[src/hw/abu_pkg.sv]
package abu_pkg;
  // ************************************************************
  // Register map, one aligned 32-bit word each
  // ************************************************************
  localparam logic [7:0] ABU_OFF_SCR   = 8'h00;
  localparam logic [7:0] ABU_OFF_ADRH  = 8'h04;
  localparam logic [7:0] ABU_OFF_ADRL  = 8'h08;
  localparam logic [7:0] ABU_OFF_AUX   = 8'h0C;
  localparam logic [7:0] ABU_OFF_WST   = 8'h10;
  localparam logic [7:0] ABU_OFF_FLG   = 8'h14;

  // ************************************************************
  // Field positions
  // ************************************************************
  localparam int ABU_BIT_ENABLE  = 7;
  localparam int ABU_BIT_ACTIVE  = 6;
  localparam int ABU_BIT_WDOFF   = 0;
  localparam int ABU_BIT_WAITEX  = 1;
  localparam int ABU_BIT_FLGCLR  = 7;

  // ************************************************************
  // Reset values and constants
  // ************************************************************
  localparam logic [7:0]  ABU_RST_BYTE    = 8'h00;
  localparam logic [15:0] ABU_VEC_NORMAL  = 16'hFFFC;
  localparam logic [15:0] ABU_VEC_MONITOR = 16'hFEFC;
  localparam logic [7:0]  ABU_SWI_OPCODE  = 8'h83;
  localparam logic [1:0]  ABU_RESP_OKAY   = 2'h0;
  localparam logic [1:0]  ABU_RESP_SLVERR = 2'h2;

  typedef enum logic [2:0] {
    ABU_ST_IDLE  = 3'b001,
    ABU_ST_PEND  = 3'b010,
    ABU_ST_BREAK = 3'b100
  } abu_state_t;
endpackage

[src/hw/abu_address_break_unit.sv]
`timescale 1ns/1ps
// What this block does
// - Enabled address match on a CPU cycle raises a breakpoint request.
// - A break drives the software-interrupt opcode for the instruction register.
// - Break vector is FFFC normally and FEFC in monitor mode.
// - Writing one to the active bit forces a break without any match.
// - Match on an opcode fetch breaks at once, before that instruction runs.
// - Match on an operand waits until the instruction completes.
// - A forced break is taken at the next instruction boundary.
// - Enable bit 7 gates 16-bit matches; read/write, reset clears it.
// - Hardware sets the active bit on a match; reset clears it.
// - Return-from-interrupt during a break ends the break state.
// - Same address does not break again until the address is rewritten.
// - Address high and low registers form the compare value, reset zero.
// - Watchdog off bit holds the watchdog during break in monitor mode.
// - Wait-exit bit reads one when a break ended wait mode.
// - Other flags clear during break only when the clear-enable bit is set.
// - Timer counter freezes while a break is in progress.
// - No address-match break is triggered in wait or stop mode; a forced break still is.
module abu_address_break_unit
  import abu_pkg::*;
(
  input  wire logic        aclk,
  input  wire logic        aresetn,
  input  wire logic [7:0]  s_axi_awaddr,
  input  wire logic        s_axi_awvalid,
  output logic             s_axi_awready,
  input  wire logic [31:0] s_axi_wdata,
  input  wire logic [3:0]  s_axi_wstrb,
  input  wire logic        s_axi_wvalid,
  output logic             s_axi_wready,
  output logic [1:0]       s_axi_bresp,
  output logic             s_axi_bvalid,
  input  wire logic        s_axi_bready,
  input  wire logic [7:0]  s_axi_araddr,
  input  wire logic        s_axi_arvalid,
  output logic             s_axi_arready,
  output logic [31:0]      s_axi_rdata,
  output logic [1:0]       s_axi_rresp,
  output logic             s_axi_rvalid,
  input  wire logic        s_axi_rready,
  input  wire logic [15:0] cpu_addr,
  input  wire logic        cpu_addr_valid,
  input  wire logic        cpu_opcode_fetch,
  input  wire logic        cpu_instr_boundary,
  input  wire logic        cpu_return_from_interrupt,
  input  wire logic        serial_monitor,
  input  wire logic        wait_mode,
  input  wire logic        stop_mode,
  output logic             breakpoint_request,
  output logic [7:0]       software_interrupt_opcode,
  output logic [15:0]      break_vector,
  output logic             break_state,
  output logic             watchdog_hold,
  output logic             flag_clear_allowed,
  output logic             timer_freeze
);

  // ************************************************************
  // Registers and state
  // ************************************************************
  abu_state_t  state;
  abu_state_t  next_state;
  logic        break_enable_bit;
  logic        break_active_bit;
  logic [7:0]  addr_high;
  logic [7:0]  addr_low;
  logic        watchdog_off_in_break;
  logic        wait_exit_by_break;
  logic        flag_clear_in_break_enable;
  logic        rearm_blocked;
  logic        aw_held;
  logic        w_held;
  logic [7:0]  aw_addr;
  logic [31:0] w_data;
  logic [3:0]  w_strb;

  function automatic logic is_mapped(input logic [7:0] a);
    is_mapped = (a == ABU_OFF_SCR) || (a == ABU_OFF_ADRH) || (a == ABU_OFF_ADRL) ||
                (a == ABU_OFF_AUX) || (a == ABU_OFF_WST) || (a == ABU_OFF_FLG);
  endfunction

  // ************************************************************
  // Write channel decode
  // ************************************************************
  wire wr_fire = aw_held && w_held && !s_axi_bvalid;
  wire wr_lane = wr_fire && w_strb[0];
  wire wr_scr  = wr_lane && (aw_addr == ABU_OFF_SCR);
  wire wr_adrh = wr_lane && (aw_addr == ABU_OFF_ADRH);
  wire wr_adrl = wr_lane && (aw_addr == ABU_OFF_ADRL);
  wire wr_aux  = wr_lane && (aw_addr == ABU_OFF_AUX);
  wire wr_wst  = wr_lane && (aw_addr == ABU_OFF_WST);
  wire wr_flg  = wr_lane && (aw_addr == ABU_OFF_FLG);
  wire [7:0] wbyte = w_data[7:0];

  assign s_axi_awready = !aw_held;
  assign s_axi_wready  = !w_held;
  assign s_axi_arready = !s_axi_rvalid;

  // ************************************************************
  // Break detection
  // ************************************************************
  wire [15:0] break_addr = {addr_high, addr_low};
  // The address bus is frozen in low-power modes, so matching is shut off there.
  wire addr_hit  = cpu_addr_valid && (cpu_addr == break_addr);
  wire match     = break_enable_bit && addr_hit && !wait_mode && !stop_mode &&
                   !rearm_blocked && (state != ABU_ST_BREAK);
  wire force_brk = wr_scr && wbyte[ABU_BIT_ACTIVE] && (state != ABU_ST_BREAK);
  wire take_now  = match && cpu_opcode_fetch;
  wire defer     = (match && !cpu_opcode_fetch) || force_brk;
  wire take_pend = (state == ABU_ST_PEND) && cpu_instr_boundary;
  wire next_req  = take_now || take_pend;

  always_comb begin
    next_state = state;
    case (state)
      ABU_ST_IDLE: begin
        if (take_now) begin
          next_state = ABU_ST_BREAK;
        end else if (defer) begin
          next_state = ABU_ST_PEND;
        end
      end
      ABU_ST_PEND: begin
        if (cpu_instr_boundary) begin
          next_state = ABU_ST_BREAK;
        end
      end
      ABU_ST_BREAK: begin
        if (cpu_return_from_interrupt) begin
          next_state = ABU_ST_IDLE;
        end
      end
      default: next_state = ABU_ST_IDLE;
    endcase
  end

  always_ff @(posedge aclk) begin
    if (!aresetn) begin
      state <= ABU_ST_IDLE;
    end else begin
      state <= next_state;
    end
  end

  // ************************************************************
  // Break outputs
  // ************************************************************
  always_ff @(posedge aclk) begin
    if (!aresetn) begin
      breakpoint_request        <= 1'b0;
      software_interrupt_opcode <= ABU_RST_BYTE;
      break_vector              <= ABU_VEC_NORMAL;
    end else begin
      breakpoint_request        <= next_req;
      software_interrupt_opcode <= next_req ? ABU_SWI_OPCODE : ABU_RST_BYTE;
      if (next_req) begin
        break_vector <= serial_monitor ? ABU_VEC_MONITOR : ABU_VEC_NORMAL;
      end
    end
  end

  assign break_state        = (state == ABU_ST_BREAK);
  assign timer_freeze       = break_state;
  assign watchdog_hold      = break_state && serial_monitor && watchdog_off_in_break;
  assign flag_clear_allowed = !break_state || flag_clear_in_break_enable;

  // ************************************************************
  // Register file
  // ************************************************************
  always_ff @(posedge aclk) begin
    if (!aresetn) begin
      break_enable_bit           <= 1'b0;
      break_active_bit           <= 1'b0;
      addr_high                  <= ABU_RST_BYTE;
      addr_low                   <= ABU_RST_BYTE;
      watchdog_off_in_break      <= 1'b0;
      wait_exit_by_break         <= 1'b0;
      flag_clear_in_break_enable <= 1'b0;
      rearm_blocked              <= 1'b0;
    end else begin
      if (wr_scr) begin
        break_enable_bit <= wbyte[ABU_BIT_ENABLE];
      end
      // A hardware match wins over a software clear in the same cycle.
      if (match || force_brk) begin
        break_active_bit <= 1'b1;
      end else if (wr_scr) begin
        break_active_bit <= wbyte[ABU_BIT_ACTIVE];
      end
      if (wr_adrh) begin
        addr_high <= wbyte;
      end
      if (wr_adrl) begin
        addr_low <= wbyte;
      end
      // Rewriting the address is what re-arms the comparator after a hit.
      if (match) begin
        rearm_blocked <= 1'b1;
      end else if (wr_adrh || wr_adrl) begin
        rearm_blocked <= 1'b0;
      end
      if (wr_aux) begin
        watchdog_off_in_break <= wbyte[ABU_BIT_WDOFF];
      end
      if (next_req && wait_mode) begin
        wait_exit_by_break <= 1'b1;
      end else if (wr_wst && !wbyte[ABU_BIT_WAITEX]) begin
        wait_exit_by_break <= 1'b0;
      end
      if (wr_flg) begin
        flag_clear_in_break_enable <= wbyte[ABU_BIT_FLGCLR];
      end
    end
  end

  // ************************************************************
  // AXI4-Lite slave
  // ************************************************************
  wire [7:0] rd_byte =
    (s_axi_araddr == ABU_OFF_SCR)  ? {break_enable_bit, break_active_bit, 6'h00} :
    (s_axi_araddr == ABU_OFF_ADRH) ? addr_high :
    (s_axi_araddr == ABU_OFF_ADRL) ? addr_low :
    (s_axi_araddr == ABU_OFF_AUX)  ? {7'h00, watchdog_off_in_break} :
    (s_axi_araddr == ABU_OFF_WST)  ? {6'h00, wait_exit_by_break, 1'b0} :
    (s_axi_araddr == ABU_OFF_FLG)  ? {flag_clear_in_break_enable, 7'h00} :
    ABU_RST_BYTE;

  always_ff @(posedge aclk) begin
    if (!aresetn) begin
      aw_held      <= 1'b0;
      w_held       <= 1'b0;
      aw_addr      <= ABU_RST_BYTE;
      w_data       <= 32'h0000_0000;
      w_strb       <= 4'h0;
      s_axi_bvalid <= 1'b0;
      s_axi_bresp  <= ABU_RESP_OKAY;
    end else begin
      if (s_axi_awvalid && !aw_held) begin
        aw_held <= 1'b1;
        aw_addr <= s_axi_awaddr;
      end else if (wr_fire) begin
        aw_held <= 1'b0;
      end
      if (s_axi_wvalid && !w_held) begin
        w_held <= 1'b1;
        w_data <= s_axi_wdata;
        w_strb <= s_axi_wstrb;
      end else if (wr_fire) begin
        w_held <= 1'b0;
      end
      if (wr_fire) begin
        s_axi_bvalid <= 1'b1;
        s_axi_bresp  <= is_mapped(aw_addr) ? ABU_RESP_OKAY : ABU_RESP_SLVERR;
      end else if (s_axi_bready) begin
        s_axi_bvalid <= 1'b0;
      end
    end
  end

  always_ff @(posedge aclk) begin
    if (!aresetn) begin
      s_axi_rvalid <= 1'b0;
      s_axi_rdata  <= 32'h0000_0000;
      s_axi_rresp  <= ABU_RESP_OKAY;
    end else begin
      if (s_axi_arvalid && !s_axi_rvalid) begin
        s_axi_rvalid <= 1'b1;
        s_axi_rdata  <= {24'h000000, rd_byte};
        s_axi_rresp  <= is_mapped(s_axi_araddr) ? ABU_RESP_OKAY : ABU_RESP_SLVERR;
      end else if (s_axi_rready) begin
        s_axi_rvalid <= 1'b0;
      end
    end
  end
endmodule // abu_address_break_unit

[config.mk]
export PLATFORM = sky130hd
export DESIGN_NAME = abu_address_break_unit
export DESIGN_NICKNAME = d
export VERILOG_FILES = /design/src/hw/abu_pkg.sv /design/src/hw/abu_address_break_unit.sv
export SDC_FILE = /design/constraint.sdc
export NUM_CORES = 1
export LEC_CHECK = 0
export BUFFER_PORTS_ARGS = -buffer_cell sky130_fd_sc_hd__buf_4
export CELL_PAD_IN_SITES_DETAIL_PLACEMENT = 1
export CELL_PAD_IN_SITES_GLOBAL_PLACEMENT = 2
export CORE_MARGIN = 3
export CORE_UTILIZATION = 26
export CTS_BUF_LIST = sky130_fd_sc_hd__clkbuf_8
export DETAILED_ROUTE_END_ITERATION = 10
export GPL_TIMING_DRIVEN = 0
export PLACE_DENSITY = 0.78
export SYNTH_ARGS = -nofsm -noshare
export SYNTH_HDL_FRONTEND = slang
export SYNTH_SLANG_ARGS = --single-unit
[constraint.sdc]
create_clock -name aclk -period 1.72 [get_ports aclk]
set_input_delay 0.172 -clock aclk [delete_from_list [all_inputs] [get_ports aclk]]
set_output_delay 0.172 -clock aclk [all_outputs]
set_load 0.01 [all_outputs]
==> metrics.yaml, run 1 <==
drt_wl_total_mm: 9.066
rsz0062_at_grt: "true"
ys_warn_count: 0
regArea_um2: 1180
p_leak_nw: 1.977
maxClockFrequency_ghz: 0.5819
setup.worst_path.start_class: "flip-flop"
drt_iter0_markers: 99
place_congestion: 0.7598
tritoncts: "yes"
p_int_mw: 2.285
wl_per_cell_um: 13.90
dr.pass1.iters: 4
end_kind: "flip-flop"
p_comb_frac: 0.167
ant_nets: 0
htreeDepth: 3
synth_flop_cell: "dfxtp_1"
io_pins: 152
grt_use_total: 0.1322
arrival_ps: 1950
viasPerCell: 4.219
die_w_um: 116.3
required_ps: 1950
power.density_nw_per_um2: 697.1
drv_cap: 0
syn_to_final_growth_pct: 40.90
critPathKind: "flip-flop to flip-flop"
die-area_um2: 13520
synth_top_area_share: 0.3671
fin_crit_sh: 0.9991
clockPowerShare: 0.375
swShare: 0.2644
overflow: 0
fin_worst_hold_slack_ps: 50.95
switching_power_uw: 821.4
finalSetupViolations: 0
drc: 0
maxSlewHeadroom: 0.6150
clock_path_buffers: 2
root_buffer: "clkbuf_8"
multiInputGateArea_um2: 1769
grt_pass1_wl_mm: 13.83
syn_inst: 362
synth.area.top_cells: "dfxtp_1 37%, buf_4 12%, mux2i_1 8.5%, nor2b_1 6.7%, a21boi_0 4.7%"
finalMaxSlewViolations: 0
clk_pin_slew_ps: 60
outcome: "finished clean"
clock_sinks: 58
ys_types: 43
worstMarginPinSlew_ps: 577.5
cp_max_fo: 5
num_antenna_cells: 0
clkLatencyLatePin_ps: 350
place_hpwl_mm: 7.126
utilization: 0.3821
placed_cells: 626
ys_seq_elements: 58
yosysTopAreaCell: "dfxtp_1"
max_stage_delay_ps: 410
worstPathCellList: "or3b_4 > nand2_4 > nor4_4 > a211oi_2 > or3b_1"
final_hold_viol_count: 0
grt_pass1_vias: 2804
synth_edf_count: 0
fin_nets: 586
postSynthAreaPerCell_um2: 8.738
die_h_um: 116.3
synth_area_um2: 3163
core_area_um2: 11660
initial_core_util: 0.2712
finClkSkew_ps: 7.590
portBuffers: 77
numCtsBuffers: 9
dr_total_vias: 2751
cpMaxStageDelayCell: "nor4_4"
hp-class: "primary input to flip-flop"
ir_drop_uv: 260.2
antenna_found_initial: 0
placement_rows: 39
p_seq_frac: 0.458
drive_above_1_share: 0.3654
ys_seq_area_frac: 0.3671
fillers: 1395
grt_max_degree: 11
layout_min_cycle_time_ps: 1719
ys_async_sr_fraction: 0
fin_cells: 652
-- sequential cells by signal, summed over array words and instances, names as in the netlist, 3 cells and up --
register / count
addr_high: 8
addr_low: 8
aw_addr: 8
s_axi_rdata: 8
state: 3
w_data: 8
-- critical path, delay by kind of cell (launching register included) --
family          cells  cell delay, ps
simple gates        4            1120
flops               1             320
compound gates      1             170
-- worst paths after layout --
path                  start        endpoint  slack [ps]  cells after the start
min           s_axi_awvalid         aw_held          50                      3
max                state[2]        state[0]           1                      5
min reg2reg  s_axi_rdata[4]  s_axi_rdata[4]         460                      2
max reg2reg        state[2]        state[0]           1                      5
-- area by class of cell --
cell class	count	area share
Clock inverter	4	0.003930
Timing Repair Buffer	87	0.1508
Multi-Input combinational cell	277	0.3970
Inverter	7	0.005896
Buffer	64	0.1005
Tap cell	143	0.04015
Clock buffer	12	0.03706
Sequential cell	58	0.2647
-- power by group through the flow --
stage          logic [mW]  clock network [mW]  registers (mW)
6_report            0.518                1.17            1.42
5_1_grt             0.575                1.27            1.43
4_1_cts             0.489                1.20            1.42
3_5_place_dp        0.486                   0            1.45
3_3_place_gp        0.479                   0            1.45
2_1_floorplan       0.306                   0            1.44
-- cells by family (layout without fill, tap and decap cells) --
| group | count (synthesis) | count (layout) | share of synthesized area |
|---|---|---|---|
| XOR/XNOR | 16 | 16 | 0.04668 |
| multiplexers | 29 | 29 | 0.09256 |
| buffers and inverters | 71 | 174 | 0.1452 |
| AO/OA/AOI/OAI | 53 | 53 | 0.1163 |
| other | 2 | 46 | 0.002374 |
| flip-flops | 58 | 58 | 0.3671 |
| AND/OR/NAND/NOR | 133 | 133 | 0.2298 |
-- cells in the mapped netlist, drive strengths merged (4+ instances only) --
library cell / n
dfxtp: 58
buf: 52
nand2: 41
nor2b: 34
mux2i: 27
a21boi: 20
xnor2: 16
nor2: 14
clkbuf: 12
nand3: 12
a21oi: 11
o21ai: 9
inv: 7
a22o: 5
nor3: 5
nand2b: 4
nand3b: 4
nor4: 4
-- metrics by stage --
step	power (mW)	setup WS [ps]	instance area, um^2	setup TNS [ps]
global placement	1.929	-66.24	4085	-79.57
finish	3.107	1.481	4457	0
global route	3.272	-99.35	4457	-1134
detailed placement	1.939	-93.16	4085	-174.3
CTS	3.111	-28.18	4298	-76.76
floorplan	1.750	145.7	3328	0
-- repair_timing --
| action | CTS | global route |
|---|---|---|
| hold buffers | 0 | 0 |
| gates cloned | 0 | 2 |
| pin swaps | 5 | 6 |
| buffers inserted | 1 | 7 |
| setup endpoints to repair | 7 | 25 |
| resized for setup | 9 | 25 |
-- per-layer routing --
| layer | wire length, um | share of wire | track usage | vias to the layer above |
|---|---|---|---|---|
| met1 | 4115 | 0.45 | 0.1655 | 1249 |
| met3 | 568 | 0.063 | 0.04197 | 8 |
| met5 | 0 | 0 | 0 | - |
| li1 | - | - | - | 1408 |
| met2 | 4297 | 0.47 | 0.2201 | 86 |
| met4 | 85 | 0.0094 | 0.03480 | 0 |
-- layout by cell type (no fill, tap or decap), types with 13 or more instances in the layout --
master    count
conb_1       46
nand2_1      40
nor2_1       13
nor2b_1      34
buf_4       135
mux2i_1      27
a21boi_0     20
dfxtp_1      45
(Power assumes the default switching activity.)
==> run 2: changes to the inputs <==
--- a/config.mk
+++ b/config.mk
@@ -8,7 +8,6 @@
 export BUFFER_PORTS_ARGS = -buffer_cell sky130_fd_sc_hd__buf_4
 export CELL_PAD_IN_SITES_DETAIL_PLACEMENT = 1
 export CELL_PAD_IN_SITES_GLOBAL_PLACEMENT = 2
-export CORE_MARGIN = 3
 export CORE_UTILIZATION = 26
 export CTS_BUF_LIST = sky130_fd_sc_hd__clkbuf_8
 export DETAILED_ROUTE_END_ITERATION = 10
==> run 2 against run 1 <==
- the run now ends with DRC left
- clock skew is 4.1 ps higher
- hold slack better by 8.5 ps
- first-iteration DRC count is 31% lower
- utilization is 0.17 points higher
- setup slack better by 9.9 ps
- cell count is 0.46% lower
- largest cell class unchanged
- sequential power hardly changed
- register-to-register slack hardly changed
- via count is 0.36% higher
- sequential cell count stayed put
==> metrics.yaml, run 2 (synthesized netlist as in run 1, its figures left out) <==
die-area_um2: 12610  # -6.8%
maxClockFrequency_ghz: 0.5853  # +0.58%
cp_max_fo: 3  # -2
drt_wl_total_mm: 8.783  # -3.1%
placement_rows: 39  # unchanged
clock_path_buffers: 2  # unchanged
fin_cells: 649  # -0.46%
rsz0062_at_grt: "true"
finClkSkew_ps: 11.73  # +4.138 ps
initial_core_util: 0.2724  # +0.001140
fin_ws_ps: 11.35  # +9.871 ps
overflow: 0  # unchanged
drv_cap: 0  # unchanged
numCtsBuffers: 9  # unchanged
power.density_nw_per_um2: 698.4  # +0.19%
clk_pin_slew_ps: 70  # about the same
root_buffer: "clkbuf_8"
io_pins: 152  # unchanged
core_area_um2: 11610  # -0.42%
arrival_ps: 1940  # about the same
layout_min_cycle_time_ps: 1709  # -9.871 ps
drive_above_1_share: 0.3617  # -0.003762
viasPerCell: 4.254  # +0.83%
grt_pass1_wl_mm: 13.94  # +0.75%
final_hold_viol_count: 0  # unchanged
ant_nets: 0  # unchanged
placed_cells: 626  # unchanged
place_hpwl_mm: 6.973  # -2.1%
htreeDepth: 3  # unchanged
num_antenna_cells: 0  # unchanged
antenna_found_initial: 0  # unchanged
syn_to_final_growth_pct: 40.94  # about the same
fin_worst_hold_slack_ps: 59.45  # +8.506 ps
place_congestion: 0.7851  # +3.3%
fin_nets: 583  # -0.51%
worstMarginPinSlew_ps: 573.7  # -3.818 ps
layout_commonest_cell: "buf_4"
p_leak_nw: 1.970  # -0.35%
ir_drop_uv: 355.6  # +37%
wl_per_cell_um: 13.53  # -2.7%
final_cell_mix: "133 x buf_4, 46 x conb_1, 46 x dfxtp_1, 40 x nand2_1, 34 x nor2b_1"
dr.pass1.iters: 7  # +3
grt_pass1_vias: 2759  # -1.6%
fin_crit_sh: 0.9934  # -0.005739
die_h_um: 112.3  # -3.4%
cts_hold_repair.buffers: 0  # unchanged
die_w_um: 112.3  # -3.4%
end_kind: "flip-flop"
hp-class: "primary input to flip-flop"
maxSlewHeadroom: 0.6175  # +0.002545
clock_sinks: 58  # unchanged
fin_tns_setup_ps: 0  # unchanged
drc: 12  # +12
outcome: "finished with violations"
pre_cts_slack_ps: -67.95  # +25.21 ps
clkLatencyLatePin_ps: 340  # about the same
grt_use_total: 0.1429  # +0.01071
violations: "DRC"
grt_max_degree: 11  # unchanged
r2r_slack_ps: 10  # about the same
portBuffers: 77  # unchanged
setup.worst_path.start_class: "flip-flop"
critPathKind: "flip-flop to flip-flop"
finalSetupViolations: 0  # unchanged
finalMaxSlewViolations: 0  # unchanged
tritoncts: "yes"
required_ps: 1950  # about the same
utilization: 0.3839  # +0.001713
drt_iter0_markers: 68  # -31%
dr_total_vias: 2761  # +0.36%
## run 2: path summary, 6_finish.rpt
check        cells past startpoint           start             end
max                              5      aw_addr[5]        state[0]
min                              3   s_axi_awvalid         aw_held
max reg2reg                      5      aw_addr[5]        state[0]
min reg2reg                      2  s_axi_rdata[6]  s_axi_rdata[6]
## run 2: cell type report
type                    instances  area (um^2)
flip-flops and latches         58         1184
inverters                       7        26.28
well taps                     143        178.9
multi-input cells             277         1813
clock buffers                   9        123.9
repair buffers                 84        638.1
plain buffers                  64        439.2
clock inverters                 7        55.05
fillers                      1382         7156
## run 2: repair_timing
item                                    4_1_cts  5_1_grt
pin swaps                                     6        9
setup buffers                                 2        5
resized for setup                             8       30
cloned                                        0        0
endpoints found under the setup margin       12       23
## run 2: critical path: stages (launching register included)
cell and delay (ps):
dfxtp_2 330, nor4_2 320, nand2_1 160, nor4b_4 380, a211oi_4 70, or3b_1 350
## run 2: per-stage QoR
stage	total power [mW]	instance area, um^2
final	3.113	4458
after global routing	3.289	4458
after CTS	3.129	4298
after detailed placement	1.938	4085
after global placement	1.929	4085
after floorplan	1.750	3328
## run 2: power by group
part	switching (mW)	internal [mW]	leakage (nW)
sequential	0.0384	1.38	0.477
clock	0.539	0.643	0.108
combinational	0.242	0.270	1.39
## run 2: per-layer routing
layer / GRT usage / part of all wire
met3: 0.04158 / 0.064
met4: 0.05333 / 0.016
met5: 0 / 0
met1: 0.1726 / 0.45
met2: 0.2406 / 0.48
==> run 3: changes to the inputs <==
--- a/config.mk
+++ b/config.mk
@@ -5,14 +5,15 @@
 export SDC_FILE = /design/constraint.sdc
 export NUM_CORES = 1
 export LEC_CHECK = 0
+export ABC_AREA = 1
 export BUFFER_PORTS_ARGS = -buffer_cell sky130_fd_sc_hd__buf_4
 export CELL_PAD_IN_SITES_DETAIL_PLACEMENT = 1
 export CELL_PAD_IN_SITES_GLOBAL_PLACEMENT = 2
-export CORE_UTILIZATION = 26
+export CORE_UTILIZATION = 25
 export CTS_BUF_LIST = sky130_fd_sc_hd__clkbuf_8
 export DETAILED_ROUTE_END_ITERATION = 10
 export GPL_TIMING_DRIVEN = 0
-export PLACE_DENSITY = 0.78
+export PLACE_DENSITY = 0.8
 export SYNTH_ARGS = -nofsm -noshare
 export SYNTH_HDL_FRONTEND = slang
 export SYNTH_SLANG_ARGS = --single-unit
==> run 3 against run 2 <==
- the run now ends clean
- global-route usage increased by 0.81 points
- utilization decreased by 3.5 points
- cell count increased by 18%
- wire length increased by 9.4%
- sequential power about the same
- setup slack improved by 150 ps
- clock power decreased by 6%
- non-clock buffer count decreased by 10
- count of clock-buffer cells in the layout increased by 2
- die area increased by 5.3%
- sequential cell count unchanged
- critical path type unchanged
==> metrics.yaml, run 3 <==
place_hpwl_mm: 7.986  # +15%
io_pins: 152  # unchanged
ys_warn_count: 0  # unchanged
placement_rows: 41  # +5.1%
worstPathCellList: "inv_2 > nand2_1 > nand2_1 > nor2_1 > nand2_1 > nor2_4 > nand3_4 > a21oi_4 > nand3_2 > a21oi_2"
viasPerCell: 4.137  # -2.7%
setup.worst_path.start_class: "flip-flop"
rsz0062_at_grt: "false"
overflow: 0  # unchanged
outcome: "finished clean"
syn_inst: 456  # +26%
arrival_ps: 1830  # -110 ps
fin_ws_ps: 156.4  # +145.0 ps
dr_total_vias: 3165  # +15%
fillers: 1625  # +18%
antenna_found_initial: 0  # unchanged
max_stage_delay_ps: 390  # about the same
drc: 0  # -12
dr.pass1.iters: 4  # -3
placed_cells: 750  # +20%
final_cell_mix: "128 x buf_4, 80 x nand2_1, 58 x dfxtp_1, 55 x inv_1"
worstHoldEndpoint: "wait_exit_by_break"
initial_core_util: 0.2552  # -0.01720
reg2reg_depth: 10  # +5
finalMaxSlewViolations: 0  # unchanged
maxClockFrequency_ghz: 0.6395  # +9.3%
utilization: 0.3487  # -0.03513
synth_top_area_share: 0.3621  # -0.005013
pre_cts_slack_ps: 7.884  # +75.83 ps
clk_pin_slew_ps: 70  # about the same
ant_nets: 0  # unchanged
finClkSkew_ps: 12.84  # +1.115 ps
cts_hold_repair.buffers: 0  # unchanged
fin_crit_sh: 0.9091  # -0.08431
place_congestion: 0.7974  # +1.6%
die_w_um: 115.3  # +2.6%
power.density_nw_per_um2: 709.8  # +1.6%
required_ps: 1990  # +40 ps
die_h_um: 115.3  # +2.6%
grt_max_degree: 11  # unchanged
drt_iter0_markers: 71  # +4.4%
grt_pass1_wl_mm: 15.31  # +9.9%
fin_nets: 671  # +15%
end_kind: "flip-flop"
root_buffer: "clkbuf_8"
grt_use_total: 0.1510  # +0.008125
die-area_um2: 13280  # +5.3%
fin_tns_setup_ps: 0  # unchanged
yosysTopAreaCell: "dfxtp_1"
wl_per_cell_um: 12.56  # -7.2%
synth_area_um2: 3207  # +1.4%
synth_common_cells: "81 x nand2_1, 58 x dfxtp_1, 54 x inv_1"
worstMarginPinSlew_ps: 580.5  # +6.791 ps
drt_wl_total_mm: 9.612  # +9.4%
fin_cells: 765  # +18%
synth_flop_cell: "dfxtp_1"
cp_max_fo: 4  # +1
hp-class: "primary input to flip-flop"
whs_path_depth: 3  # unchanged
num_antenna_cells: 0  # unchanged
r2r_end: "state[1]"
ys_types: 41  # -4.7%
reg2reg_from: "addr_low[7]"
htreeDepth: 3  # unchanged
clkLatencyLatePin_ps: 340  # about the same
fin_worst_hold_slack_ps: 51.58  # -7.871 ps
hp-start: "wait_mode"
cp_top_family: "simple AND/OR/NAND/NOR gates"
ir_drop_uv: 362.5  # +1.9%
finalSetupViolations: 0  # unchanged
ys_seq_elements: 58  # unchanged
cts_setup_buffers: 0  # -2
cpMaxStageDelayCell: "dfxtp_1"
critPathKind: "flip-flop to flip-flop"
syn_to_final_growth_pct: 36.68
ys_async_sr_fraction: 0  # unchanged
tritoncts: "yes"
maxSlewHeadroom: 0.6130  # -0.004527
ys_seq_area_frac: 0.3621  # -0.005013
postSynthAreaPerCell_um2: 7.033  # -20%
p_leak_nw: 2.105  # +6.8%
clock_sinks: 58  # unchanged
portBuffers: 78  # +1.3%
drv_cap: 0  # unchanged
yosysMostFrequentCell: "nand2_1"
path_common_cell: "nand2_1"
clock_path_buffers: 2  # unchanged
layout_commonest_cell: "buf_4"
final_hold_viol_count: 0  # unchanged
core_area_um2: 12570  # +8.2%
grt_pass1_vias: 3120  # +13%
layout_min_cycle_time_ps: 1564  # -145.0 ps
synth.area.top_cells: "dfxtp_1 36%, buf_4 12%, nand2_1 9.5%, inv_1 6.3%, a21oi_1 5.9%"
numCtsBuffers: 9  # unchanged
drive_above_1_share: 0.3238  # -0.03788
critPathBufInv: 1  # +1
r2r_slack_ps: 160  # +150 ps
synth_edf_count: 0  # unchanged
==> run 3: worst register-to-register path, stage by stage (launching register included) <==
cell and delay, ps:
dfxtp_1 390, inv_2 50, nand2_1 50, nand2_1 50, nor2_1 130, nand2_1 100, nor2_4 180, nand3_4 140
a21oi_4 190, nand3_2 90, a21oi_2 120
==> run 3: timing repair <==
item / in CTS / in global routing
setup endpoints to repair: 1 / 8
endpoints found under the hold margin: 0 / 0
gates resized for setup: 1 / 7
pin swaps: 0 / 1
cloned: 0 / 0
==> run 3: power by group <==
group	total [mW]	leakage [nW]	switching (mW)	internal, mW
clock network	1.11	0.0961	0.530	0.580
logic	0.559	1.54	0.305	0.254
registers	1.44	0.473	0.0447	1.40
==> run 3: how the worst max path moves through the flow <==
stage | startpoint | endpoint | slack (ps) | cells after the start
4_1_cts | aw_addr[7] | addr_low[7] | 60 | 7
3_5_place_dp | aw_addr[0] | addr_high[7] | 8 | 7
2_1_floorplan | s_axi_bvalid | addr_high[7] | 390 | 7
3_3_place_gp | aw_addr[0] | addr_high[7] | 30 | 7
5_1_grt | addr_low[7] | state[1] | 20 | 10
6_report | addr_low[7] | state[1] | 160 | 10
==> run 3: per-stage QoR <==
step                area, um^2  total power, mW
floorplan                 3372            1.809
global placement          4173            2.003
detailed placement        4173            2.018
CTS                       4348            3.136
global route              4383            3.267
finish                    4383            3.111
==> run 3: final cells by class <==
class                   instances  area [um^2]  area share
plain buffers                  60        416.7     0.09506
clock buffers                  11        151.4     0.03454
clock inverters                 4        18.77    0.004282
inverters                      71        267.8     0.06109
multi-input cells             311         1567      0.3574
flip-flops and latches         58         1161      0.2649
well taps                     172        215.2     0.04910
repair buffers                 78        585.6      0.1336
==> run 3: cell families (layout without fill, tap and decap cells) <==
kind of cell    after synthesis  count (layout)  share of synthesized area
compound gates               95              95                     0.1662
xor+xnor                      2               2                   0.005463
buf+inv                     131             224                     0.2134
flops                        58              58                     0.3621
other cells                   2              46                   0.002342
simple gates                168             168                     0.2505
==> run 3: layer usage <==
metal,vias up,global-route usage,part of all wire
met1,1444,0.1848,0.45
met2,88,0.2655,0.48
li1,1621,-,-
met4,0,0.03723,0.011
met5,-,0,0
met3,12,0.03637,0.056
